===== src/verilog/monitor_cal_defs.vh =====
/*
 * constants for the monitor calibration and alarm block: unit codes,
 * channel indices, calibration field widths and clamp values.
 * assumes inclusion by bare name from the design files.
 */
`ifndef MONITOR_CAL_DEFS_VH
`define MONITOR_CAL_DEFS_VH

// channel indices
`define CH_TEMP 3'h0
`define CH_SUPPLY 3'h1
`define CH_BIASMON 3'h2
`define CH_RXSTR 3'h3
`define CH_AUX1 3'h4
`define CH_AUX2 3'h5
`define CH_BMD 3'h6
`define NUM_CH 7
`define NUM_FLAGGED 6

// unit-selection codes for the auxiliary channels
`define UNIT_UNUSED 4'h0
`define UNIT_PD_BIAS 4'h1
`define UNIT_RESERVED 4'h2
`define UNIT_COOLER_I 4'h3
`define UNIT_LASER_TEMP 4'h4
`define UNIT_WAVELENGTH 4'h5
`define UNIT_SUPPLY_V_FIRST 4'h6
`define UNIT_SUPPLY_V_LAST 4'h9
`define UNIT_SUPPLY_I_FIRST 4'ha
`define UNIT_SUPPLY_I_GAP_LO 4'hb
`define UNIT_SUPPLY_I_GAP_HI 4'hc
`define UNIT_SUPPLY_I_LAST 4'hf

// unit class reported for an auxiliary channel
`define CLASS_UNUSED 3'h0
`define CLASS_VOLT_10MV 3'h1
`define CLASS_CURR_100UA 3'h2
`define CLASS_TEMP 3'h3
`define CLASS_WAVELENGTH 3'h4
`define CLASS_SUPPLY_V 3'h5
`define CLASS_INVALID 3'h6

// calibration arithmetic
`define GAIN_FRAC_BITS 15
`define RESULT_CLAMP 16'hfff8
`define RESULT_MAX 17'h0fff8
`define SHIFT_W 3
`define CONV_MASK 16'hfff8

// temperature clamp limits
`define TEMP_MAX 16'h7ff8
`define TEMP_MIN 16'h8800

`endif


===== src/verilog/channel_calibrator.v =====
/*
 * one calibration path: gain, offset, clamp and optional right shift of a
 * 13-bit left-justified converter result.
 * assumes the sample strobe is one clock wide and settings are static.
 */
`timescale 1ns/1ps
`include "monitor_cal_defs.vh"

module channel_calibrator #(
  parameter HAS_GAIN = 1,
  parameter HAS_SHIFT = 1,
  parameter SIGNED_RESULT = 0
) (
  // clock and reset
  input wire clk,
  input wire resetn,
  // raw sample
  input wire sampleValid,
  input wire [15:0] rawSample,
  // calibration settings
  input wire [15:0] gain,
  input wire [15:0] offset,
  input wire [2:0] rightShift,
  // calibrated result
  output reg resultValid,
  output reg [15:0] result
);

  reg [31:0] product;
  reg signed [33:0] sum;
  reg [15:0] clamped;
  reg [15:0] next_result;

  // scale, offset (4x weight unsigned, 1x signed), clamp and shift
  always @* begin
    if (HAS_GAIN != 0)
      product = ({16'h0000, rawSample & `CONV_MASK} * {16'h0000, gain}) >> `GAIN_FRAC_BITS;
    else
      product = {16'h0000, rawSample & `CONV_MASK};
    if (SIGNED_RESULT != 0) begin
      sum = $signed({{18{rawSample[15]}}, rawSample & `CONV_MASK}) + $signed({{18{offset[15]}}, offset});
      if (sum > $signed({18'h00000, `TEMP_MAX}))
        clamped = `TEMP_MAX;
      else if (sum < $signed({18'h3ffff, `TEMP_MIN}))
        clamped = `TEMP_MIN;
      else
        clamped = sum[15:0];
    end else begin
      sum = $signed({2'b00, product}) + $signed({{16{offset[15]}}, offset, 2'b00});
      if (sum < 34'sh0)
        clamped = 16'h0000;
      else if (sum > $signed({17'h00000, `RESULT_MAX}))
        clamped = `RESULT_CLAMP;
      else
        clamped = sum[15:0];
    end
    if (HAS_SHIFT != 0)
      next_result = clamped >> rightShift; // zero fill keeps it unsigned
    else
      next_result = clamped;
  end

  // register the result on each sample
  always @(posedge clk) begin
    if (!resetn) begin
      result <= 16'h0000;
      resultValid <= 1'b0;
    end else begin
      resultValid <= sampleValid;
      if (sampleValid)
        result <= next_result;
    end
  end

endmodule


===== src/verilog/limit_checker.v =====
/*
 * window comparison of one result against high and low limits, with
 * sticky warning and alarm flags, mask and clear-on-read.
 * assumes read strobes are one clock wide.
 */
`timescale 1ns/1ps
`include "monitor_cal_defs.vh"

module limit_checker #(
  parameter SIGNED_CMP = 0
) (
  // clock and reset
  input wire clk,
  input wire resetn,
  // value under test
  input wire valueValid,
  input wire [15:0] value,
  // limits
  input wire [15:0] alarmHigh,
  input wire [15:0] alarmLow,
  input wire [15:0] warnHigh,
  input wire [15:0] warnLow,
  // masks and read-clear
  input wire alarmMask,
  input wire warnMask,
  input wire flagRead,
  // flags
  output reg alarmFlag,
  output reg warnFlag
);

  wire aHi;
  wire aLo;
  wire wHi;
  wire wLo;

  // signed or unsigned compare
  assign aHi = SIGNED_CMP ? ($signed(value) > $signed(alarmHigh)) : (value > alarmHigh);
  assign aLo = SIGNED_CMP ? ($signed(value) < $signed(alarmLow)) : (value < alarmLow);
  assign wHi = SIGNED_CMP ? ($signed(value) > $signed(warnHigh)) : (value > warnHigh);
  assign wLo = SIGNED_CMP ? ($signed(value) < $signed(warnLow)) : (value < warnLow);

  // sticky flags, set wins over the read clear
  always @(posedge clk) begin
    if (!resetn) begin
      alarmFlag <= 1'b0;
      warnFlag <= 1'b0;
    end else begin
      if (valueValid && (aHi || aLo) && !alarmMask)
        alarmFlag <= 1'b1;
      else if (flagRead)
        alarmFlag <= 1'b0;
      if (valueValid && (wHi || wLo) && !warnMask)
        warnFlag <= 1'b1;
      else if (flagRead)
        warnFlag <= 1'b0;
    end
  end

endmodule


===== src/verilog/monitor_calibration_alarm_logic.v =====
/*
 * monitor calibration and alarm logic: seven channel calibration paths,
 * result registers, window flags and interrupt for the diagnostic
 * channels, auxiliary unit classification, and the laser safety trip.
 * assumes converter samples arrive one channel at a time with a valid
 * pulse from logic on the same clock; the host reaches everything here
 * through plain ports driven by its own serial-bus slave.
 */
// Notes on behaviour
// - aux code 0 unused, code 2 reserved
// - code 1 bias volts, code 3 cooler current
// - code 4 laser temperature, code 5 wavelength
// - codes 6 to 9 supply voltages
// - codes 10, 13-15 supply currents
// - flags compared and set automatically
// - unmasked flag raises the interrupt
// - laser trip gates laser, kills drives
// - received and bias channels 38.147uV weight
// - supply and aux unsigned, 100uV weight
// - temperature two's complement, 1/256 degree
// - temperature word over 256 gives degrees
// - per-channel gain and offset; temperature offset only
// - shift only on five channels
// - nonzero shift applied before storing result
// - 13-bit left-justified result, three shifts lossless
// - flags latch until read clears them
// - mask bit blocks flag setting
`timescale 1ns/1ps
`include "monitor_cal_defs.vh"

module monitor_calibration_alarm_logic (
  // clock and reset
  input wire clk,
  input wire resetn,
  // converter sample stream
  input wire sampleValid,
  input wire [2:0] sampleChannel,
  input wire [15:0] sampleData,
  // per-channel calibration, packed by channel index
  input wire [16*`NUM_CH-1:0] gainSetting,
  input wire [16*`NUM_CH-1:0] offsetSetting,
  input wire [3*`NUM_CH-1:0] shiftSetting,
  // auxiliary unit codes
  input wire [3:0] auxUnitOne,
  input wire [3:0] auxUnitTwo,
  // thresholds for the flagged channels 0..5
  input wire [16*`NUM_FLAGGED-1:0] alarmHighLimit,
  input wire [16*`NUM_FLAGGED-1:0] alarmLowLimit,
  input wire [16*`NUM_FLAGGED-1:0] warnHighLimit,
  input wire [16*`NUM_FLAGGED-1:0] warnLowLimit,
  input wire [`NUM_FLAGGED-1:0] alarmMask,
  input wire [`NUM_FLAGGED-1:0] warnMask,
  input wire [`NUM_FLAGGED-1:0] interruptMask,
  input wire flagRead,
  // safety trip settings
  input wire [15:0] bmdTripHigh,
  input wire [15:0] bmdTripLow,
  input wire [15:0] biasDriveTrip,
  input wire [15:0] biasDriveLevel,
  input wire [2:0] safetyMask,
  input wire safetyClear,
  // laser drive requests
  input wire [7:0] biasDriveRequest,
  input wire [7:0] modulationDriveRequest,
  // results
  output reg [16*`NUM_CH-1:0] channelResult,
  output reg [`NUM_FLAGGED-1:0] alarmFlags,
  output reg [`NUM_FLAGGED-1:0] warnFlags,
  output reg [2:0] auxClassOne,
  output reg [2:0] auxClassTwo,
  output reg interruptOut,
  // laser safety
  output reg [2:0] safetyFlags,
  output reg laser_gate_output,
  output reg [7:0] bias_current_drive,
  output reg [7:0] modulation_current_drive
);

  // per-channel sample strobes and calibrated values
  wire [`NUM_CH-1:0] chanStrobe;
  wire [`NUM_CH-1:0] calValid;
  wire [16*`NUM_CH-1:0] calResult;
  wire [`NUM_FLAGGED-1:0] rawAlarm;
  wire [`NUM_FLAGGED-1:0] rawWarn;
  wire [`NUM_FLAGGED-1:0] auxInUse;
  reg [2:0] next_classOne;
  reg [2:0] next_classTwo;
  reg [2:0] tripNow;
  reg tripped;
  genvar ch;

  // classify a unit code
  function [2:0] unitClass;
    input [3:0] code;
    begin
      case (code)
        `UNIT_UNUSED: unitClass = `CLASS_UNUSED;
        `UNIT_PD_BIAS: unitClass = `CLASS_VOLT_10MV;
        `UNIT_RESERVED: unitClass = `CLASS_INVALID;
        `UNIT_COOLER_I: unitClass = `CLASS_CURR_100UA;
        `UNIT_LASER_TEMP: unitClass = `CLASS_TEMP;
        `UNIT_WAVELENGTH: unitClass = `CLASS_WAVELENGTH;
        `UNIT_SUPPLY_I_FIRST: unitClass = `CLASS_CURR_100UA;
        `UNIT_SUPPLY_I_GAP_LO: unitClass = `CLASS_INVALID;
        `UNIT_SUPPLY_I_GAP_HI: unitClass = `CLASS_INVALID;
        default: begin
          if (code >= `UNIT_SUPPLY_V_FIRST && code <= `UNIT_SUPPLY_V_LAST)
            unitClass = `CLASS_SUPPLY_V;
          else
            unitClass = `CLASS_CURR_100UA;
        end
      endcase
    end
  endfunction

  // unit class decode
  always @* begin
    next_classOne = unitClass(auxUnitOne);
    next_classTwo = unitClass(auxUnitTwo);
  end

  // an unused aux channel raises no flags
  assign auxInUse = {auxUnitTwo != `UNIT_UNUSED, auxUnitOne != `UNIT_UNUSED, 4'hf};

  // sample strobe per channel
  generate
    for (ch = 0; ch < `NUM_CH; ch = ch + 1) begin : strobePath
      assign chanStrobe[ch] = sampleValid && (sampleChannel == ch);
    end
  endgenerate

  // temperature path, offset only and signed
  channel_calibrator #(
    .HAS_GAIN(0), // temperature offset only
    .HAS_SHIFT(0), // no shift on temperature
    .SIGNED_RESULT(1) // two's complement temperature
  ) calTemp (
    .clk(clk),
    .resetn(resetn),
    .sampleValid(chanStrobe[`CH_TEMP]),
    .rawSample(sampleData),
    .gain(gainSetting[16*`CH_TEMP +: 16]),
    .offset(offsetSetting[16*`CH_TEMP +: 16]),
    .rightShift(shiftSetting[3*`CH_TEMP +: 3]),
    .resultValid(calValid[`CH_TEMP]),
    .result(calResult[16*`CH_TEMP +: 16])
  );

  // supply path, gain and offset, no shift
  channel_calibrator #(
    .HAS_GAIN(1),
    .HAS_SHIFT(0), // no shift on supply
    .SIGNED_RESULT(0)
  ) calSupply (
    .clk(clk),
    .resetn(resetn),
    .sampleValid(chanStrobe[`CH_SUPPLY]),
    .rawSample(sampleData),
    .gain(gainSetting[16*`CH_SUPPLY +: 16]),
    .offset(offsetSetting[16*`CH_SUPPLY +: 16]),
    .rightShift(shiftSetting[3*`CH_SUPPLY +: 3]),
    .resultValid(calValid[`CH_SUPPLY]),
    .result(calResult[16*`CH_SUPPLY +: 16])
  );

  // bias monitor path
  channel_calibrator #(
    .HAS_GAIN(1),
    .HAS_SHIFT(1),
    .SIGNED_RESULT(0)
  ) calBiasMon (
    .clk(clk),
    .resetn(resetn),
    .sampleValid(chanStrobe[`CH_BIASMON]),
    .rawSample(sampleData),
    .gain(gainSetting[16*`CH_BIASMON +: 16]),
    .offset(offsetSetting[16*`CH_BIASMON +: 16]),
    .rightShift(shiftSetting[3*`CH_BIASMON +: 3]),
    .resultValid(calValid[`CH_BIASMON]),
    .result(calResult[16*`CH_BIASMON +: 16])
  );

  // received strength path
  channel_calibrator #(
    .HAS_GAIN(1),
    .HAS_SHIFT(1),
    .SIGNED_RESULT(0)
  ) calRxStr (
    .clk(clk),
    .resetn(resetn),
    .sampleValid(chanStrobe[`CH_RXSTR]),
    .rawSample(sampleData),
    .gain(gainSetting[16*`CH_RXSTR +: 16]),
    .offset(offsetSetting[16*`CH_RXSTR +: 16]),
    .rightShift(shiftSetting[3*`CH_RXSTR +: 3]),
    .resultValid(calValid[`CH_RXSTR]),
    .result(calResult[16*`CH_RXSTR +: 16])
  );

  // first auxiliary path
  channel_calibrator #(
    .HAS_GAIN(1),
    .HAS_SHIFT(1),
    .SIGNED_RESULT(0)
  ) calAuxOne (
    .clk(clk),
    .resetn(resetn),
    .sampleValid(chanStrobe[`CH_AUX1]),
    .rawSample(sampleData),
    .gain(gainSetting[16*`CH_AUX1 +: 16]),
    .offset(offsetSetting[16*`CH_AUX1 +: 16]),
    .rightShift(shiftSetting[3*`CH_AUX1 +: 3]),
    .resultValid(calValid[`CH_AUX1]),
    .result(calResult[16*`CH_AUX1 +: 16])
  );

  // second auxiliary path
  channel_calibrator #(
    .HAS_GAIN(1),
    .HAS_SHIFT(1),
    .SIGNED_RESULT(0)
  ) calAuxTwo (
    .clk(clk),
    .resetn(resetn),
    .sampleValid(chanStrobe[`CH_AUX2]),
    .rawSample(sampleData),
    .gain(gainSetting[16*`CH_AUX2 +: 16]),
    .offset(offsetSetting[16*`CH_AUX2 +: 16]),
    .rightShift(shiftSetting[3*`CH_AUX2 +: 3]),
    .resultValid(calValid[`CH_AUX2]),
    .result(calResult[16*`CH_AUX2 +: 16])
  );

  // back monitor diode path, feeds the safety trip
  channel_calibrator #(
    .HAS_GAIN(1),
    .HAS_SHIFT(1),
    .SIGNED_RESULT(0)
  ) calBackMon (
    .clk(clk),
    .resetn(resetn),
    .sampleValid(chanStrobe[`CH_BMD]),
    .rawSample(sampleData),
    .gain(gainSetting[16*`CH_BMD +: 16]),
    .offset(offsetSetting[16*`CH_BMD +: 16]),
    .rightShift(shiftSetting[3*`CH_BMD +: 3]),
    .resultValid(calValid[`CH_BMD]),
    .result(calResult[16*`CH_BMD +: 16])
  );

  // window flags for temperature, supply, bias monitor, received, aux
  generate
    for (ch = 0; ch < `NUM_FLAGGED; ch = ch + 1) begin : flagPath
      limit_checker #(
        .SIGNED_CMP(ch == 0)
      ) chkInst (
        .clk(clk),
        .resetn(resetn),
        .valueValid(calValid[ch] && auxInUse[ch]),
        .value(calResult[16*ch +: 16]),
        .alarmHigh(alarmHighLimit[16*ch +: 16]),
        .alarmLow(alarmLowLimit[16*ch +: 16]),
        .warnHigh(warnHighLimit[16*ch +: 16]),
        .warnLow(warnLowLimit[16*ch +: 16]),
        .alarmMask(alarmMask[ch]),
        .warnMask(warnMask[ch]),
        .flagRead(flagRead),
        .alarmFlag(rawAlarm[ch]),
        .warnFlag(rawWarn[ch])
      );
    end
  endgenerate

  // result registers hold the stored calibrated values
  integer k;
  always @(posedge clk) begin
    if (!resetn) begin
      channelResult <= {16*`NUM_CH{1'b0}};
    end else begin
      for (k = 0; k < `NUM_CH; k = k + 1) begin
        if (calValid[k])
          channelResult[16*k +: 16] <= calResult[16*k +: 16];
      end
    end
  end

  // flag, class and interrupt registers
  always @(posedge clk) begin
    if (!resetn) begin
      alarmFlags <= {`NUM_FLAGGED{1'b0}};
      warnFlags <= {`NUM_FLAGGED{1'b0}};
      auxClassOne <= `CLASS_UNUSED;
      auxClassTwo <= `CLASS_UNUSED;
      interruptOut <= 1'b0;
    end else begin
      alarmFlags <= rawAlarm;
      warnFlags <= rawWarn;
      auxClassOne <= next_classOne;
      auxClassTwo <= next_classTwo;
      interruptOut <= |((rawAlarm | rawWarn) & ~interruptMask); // mask 0 lets it through
    end
  end

  // safety trip compare on back monitor and bias drive
  always @* begin
    tripNow[0] = calValid[`CH_BMD] && (calResult[16*`CH_BMD +: 16] > bmdTripHigh) && !safetyMask[0];
    tripNow[1] = calValid[`CH_BMD] && (calResult[16*`CH_BMD +: 16] < bmdTripLow) && !safetyMask[1];
    tripNow[2] = (biasDriveLevel > biasDriveTrip) && !safetyMask[2];
  end

  // latched safety fault gates the laser and shuts the drives
  always @(posedge clk) begin
    if (!resetn) begin
      safetyFlags <= 3'h0;
      tripped <= 1'b0;
      laser_gate_output <= 1'b0;
      bias_current_drive <= 8'h00;
      modulation_current_drive <= 8'h00;
    end else begin
      if (|tripNow) begin
        safetyFlags <= safetyFlags | tripNow;
        tripped <= 1'b1;
        laser_gate_output <= 1'b1;
        bias_current_drive <= 8'h00;
        modulation_current_drive <= 8'h00;
      end else if (safetyClear) begin
        safetyFlags <= 3'h0;
        tripped <= 1'b0;
        laser_gate_output <= 1'b0;
        bias_current_drive <= 8'h00;
        modulation_current_drive <= 8'h00;
      end else if (tripped) begin
        bias_current_drive <= 8'h00;
        modulation_current_drive <= 8'h00;
      end else begin
        bias_current_drive <= biasDriveRequest;
        modulation_current_drive <= modulationDriveRequest;
      end
    end
  end

endmodule


===== config.mk =====
export PLATFORM = sky130hd
export DESIGN_NAME = monitor_calibration_alarm_logic
export DESIGN_NICKNAME = d
export VERILOG_FILES = /design/src/verilog/channel_calibrator.v /design/src/verilog/limit_checker.v /design/src/verilog/monitor_calibration_alarm_logic.v
export VERILOG_INCLUDE_DIRS = /design/src /design/src/verilog
export SDC_FILE = /design/constraint.sdc
export NUM_CORES = 2
export LEC_CHECK = 0
export BUFFER_PORTS_ARGS = -buffer_cell sky130_fd_sc_hd__clkbuf_2
export CORE_MARGIN = 4
export CORE_UTILIZATION = 50
export CTS_CLUSTER_SIZE = 20
export DETAILED_ROUTE_END_ITERATION = 10
export PLACE_DENSITY = 0.83
export SYNTH_ARGS = -nofsm -noshare
export SYNTH_HDL_FRONTEND = slang
export SYNTH_HIERARCHICAL = 1
export SYNTH_SLANG_ARGS = --single-unit

===== constraint.sdc =====
create_clock -name clk -period 11.76 [get_ports clk]
set_input_delay 1.764 -clock clk [delete_from_list [all_inputs] [get_ports clk]]
set_output_delay 1.764 -clock clk [all_outputs]
set_load 0.02 [all_outputs]

==> metrics <==
max-slew violations=0; CP Data Arrival Time=roughly 11 ns; slowest CP cell=buf_2; initial core utilization=between 50% and 60%; status=complete, no violations; Layout Nets=11.7k; Overflow after GRT=0; post-CTS sizing=0; TNS Setup=0 ns; initial DRC count=about 4.7k; postcts setup bufs=0; DIE WIDTH=380 µm; Min-Delay Path Class=flop to flop; Setup violations, final=0; RSZ-0062 raised after global routing=no; CP Data Required Time=12.23 ns; initial antenna violation count=86; final WL=around 230000 µm; syn nets=between 10k and 15k; H-tree levels=2; largest net degree at the start of global routing=67; fin crit period=around 11 ns; async set-reset flop share out of synthesis=0%; post-synthesis sequential area ratio=between 8 and 9%; Mapped Cells=8315; Tcrit/Tclk final=roughly nine tenths; Post-synth EDFFs=0; CP endpoint kind=flop; synthesized area=just under 0.07 mm²; synth unique cells=between 100 and 150; FF+latch count, synth=~280; Die ar.=around 0.14 mm²; hold_buf cts=0; share of the synthesized area in the top cell type=a little over a quarter; top cells by area, synth=fa_1 (27%), ha_1 (17%), inv_1 (9.2%), dfxtp_1 (8.2%), and2_1 (6.1%); Main synth FF type=dfxtp_1; Slew @ Worst Pin=about 1.2 ns; post-DR wirelength/cell=between 20 and 25 µm; Final Wtd Congestion=roughly 1.0; share of cells above drive strength 1=between 10% and 20%; I/O Pins=913; register area=around 0.0056 mm²; Pre-antenna DRT Iters=9; drt drc=0; final hold vios=0; post-synth top area cell=fa_1; first-pass GRT wire length=around 360000 µm; CTS tree=done; vias=slightly above 60k; number of buffers created by CTS=38; fmax=a little over 90 MHz; fillcell total=approximately 12k; Root Driver=clkbuf_16; clk sinks=between 200 and 300; core area=between 0.1 and 0.15 mm²; area growth from synthesis to layout=11.0%; critical path type=primary input to flop; maxcap violations=0; Yosys Warn Count=6; Detailed Place HPWL=192000 µm; post-synthesis average cell area=approximately 8.3 µm²; clock latency on the worst-skew pair=about 0.60 ns; Die Y=roughly 380 µm; worst clock skew=0.0266 ns; most frequent CP cell=fa_1; vias in the first global route=around 65k; Max Root-Sink Buffers=3; Multi-input gate area=0.0558 mm²; DRT antenna net count=0; DR vias/cell=between 5 and 6; critical path's largest stage delay=0.87 ns; Port Buf Inserts=slightly below 900; crit path launch type=primary input; number of core rows=approximately 140; Clock transition at path regs=0.06 ns; GR Util All Layers=a little under a third; critical path fanouts, max=a little over 50; Rel. slew slack=between 15 and 20%
## sequential cells by signal (all words and copies together) (netlist names), 3 cells and up
signal,count
calAuxTwo/result,16
channelResult,112
safetyFlags,3
calBiasMon/result,16
warnFlags,6
bias_current_drive,8
calRxStr/result,16
modulation_current_drive,8
auxClassTwo,3
flagPath.chkInst/warnFlag,6
calBackMon/result,16
calSupply/result,16
calTemp/result,16
calAuxOne/result,16
auxClassOne,3
flagPath.chkInst/alarmFlag,6
alarmFlags,6
## cell families (layout without fill, tap and decap cells)
group                    after synthesis  after routing  synth area share [%]
buffers and inverters               2005           2739                  11.0
flip-flops                           282            282                  8.18
other                                  0             71                     0
AND/OR/NAND/NOR                     2508           2508                  19.0
multiplexers                         172            172                  2.64
adder cells (fa/ha/maj)             1885           1885                  44.2
AO/OA/AOI/OAI                       1303           1303                  12.9
XOR/XNOR                             160            160                  2.03
## synthesized netlist by cell type, types with 64 or more instances
library cell / n
inv_1: 1700
mux2i_1: 156
nor3_1: 87
nand4_1: 97
o21ai_0: 235
ha_1: 960
xnor2_1: 96
fa_1: 925
xor2_1: 64
clkbuf_1: 268
a21o_1: 125
and2_1: 676
nand2_1: 878
nor2_1: 229
nor2b_1: 169
dfxtp_1: 282
a21oi_1: 350
nand3_1: 104
## worst paths after layout
check | start | end | slack [ns] | depth (start not counted)
hold reg to reg | flagPath[1].chkInst/alarmFlag | alarmFlags[1] | 0.49 | 1
hold / removal | flagPath[1].chkInst/alarmFlag | alarmFlags[1] | 0.49 | 1
setup / recovery | sampleData[6] | calAuxTwo/result[6] | 0.96 | 30
setup reg to reg | calAuxOne/result[7] | flagPath[4].chkInst/alarmFlag | 8.47 | 6
## critical path: cells and delay by family
kind | cells | cell delay [ns]
adders and majority gates | 7 | 3.10
AOI/OAI and AO/OA | 13 | 3.80
buffers and inverters | 5 | 1.16
and+or+nand+nor | 4 | 1.09
xor gates and xnor gates | 1 | 0.29
## cell type report
| type | count | share of cell area, % |
|---|---|---|
| diodes | 71 | 0.232 |
| clock buffers | 52 | 1.47 |
| clock inverters | 15 | 0.227 |
| inverters | 1706 | 8.36 |
| multi-input cells | 6028 | 72.8 |
| flip-flops and latches | 282 | 7.37 |
| well taps | 1794 | 2.93 |
| repair buffers | 966 | 6.65 |
## layer usage
metal	share of wire (%)	routed length (µm)	track usage, %
met5	0.053	124	0
met4	6.8	15700	19.0
met3	8.8	20500	7.51
met2	46	107000	51.7
met1	38	88100	37.2
## placed cells by master, fill, tap and decap left out, types with 15 or more instances in the layout
cell       Yosys  routed
a211oi_1      63      63
a21boi_0      20      20
a21o_1       125     125
a21oi_1      350     350
a221o_1       26      26
a31oi_1       61      61
and2_1       676     676
and3_1        24      24
and4_1        19      19
buf_4          0      85
clkbuf_16      0      39
clkbuf_2       4     873
dfxtp_1      282     282
diode_2        0      71
fa_1         925     925
ha_1         960     960
inv_1       1700    1700
mux2i_1      156     156
nand2_1      878     878
nand2b_1      46      46
nand3_1      104     104
nand3b_1      26      26
nand4_1       97      97
nor2_1       229     228
nor2b_1      169     169
nor3_1        87      85
nor4_1        15      15
o211ai_1      56      56
o21a_1        44      44
o21ai_0      235     235
o21bai_1      21      21
o22ai_1       20      20
o31a_1        15      15
o31ai_1       33      33
or2_2         19      19
or3_1         24      24
xnor2_1       96      96
xor2_1        64      64
## through the flow
step	area [µm²]	hold slack [ns]	setup slack, ns	utilization (%)	instances
after floorplan	69000	0.445	2.24	-	8315
final	76600	0.491	0.959	55.8	10914
after detailed placement	75200	0.482	0.684	54.7	10776
after CTS	76500	0.494	1.21	55.7	10843
after global routing	76600	0.501	0.582	55.8	10905
after global placement	75200	0.471	0.845	54.7	10776
Power is left out: the tool's default activity adds up to more than one toggle a clock period on the data nets, which glitch-free logic cannot reach.
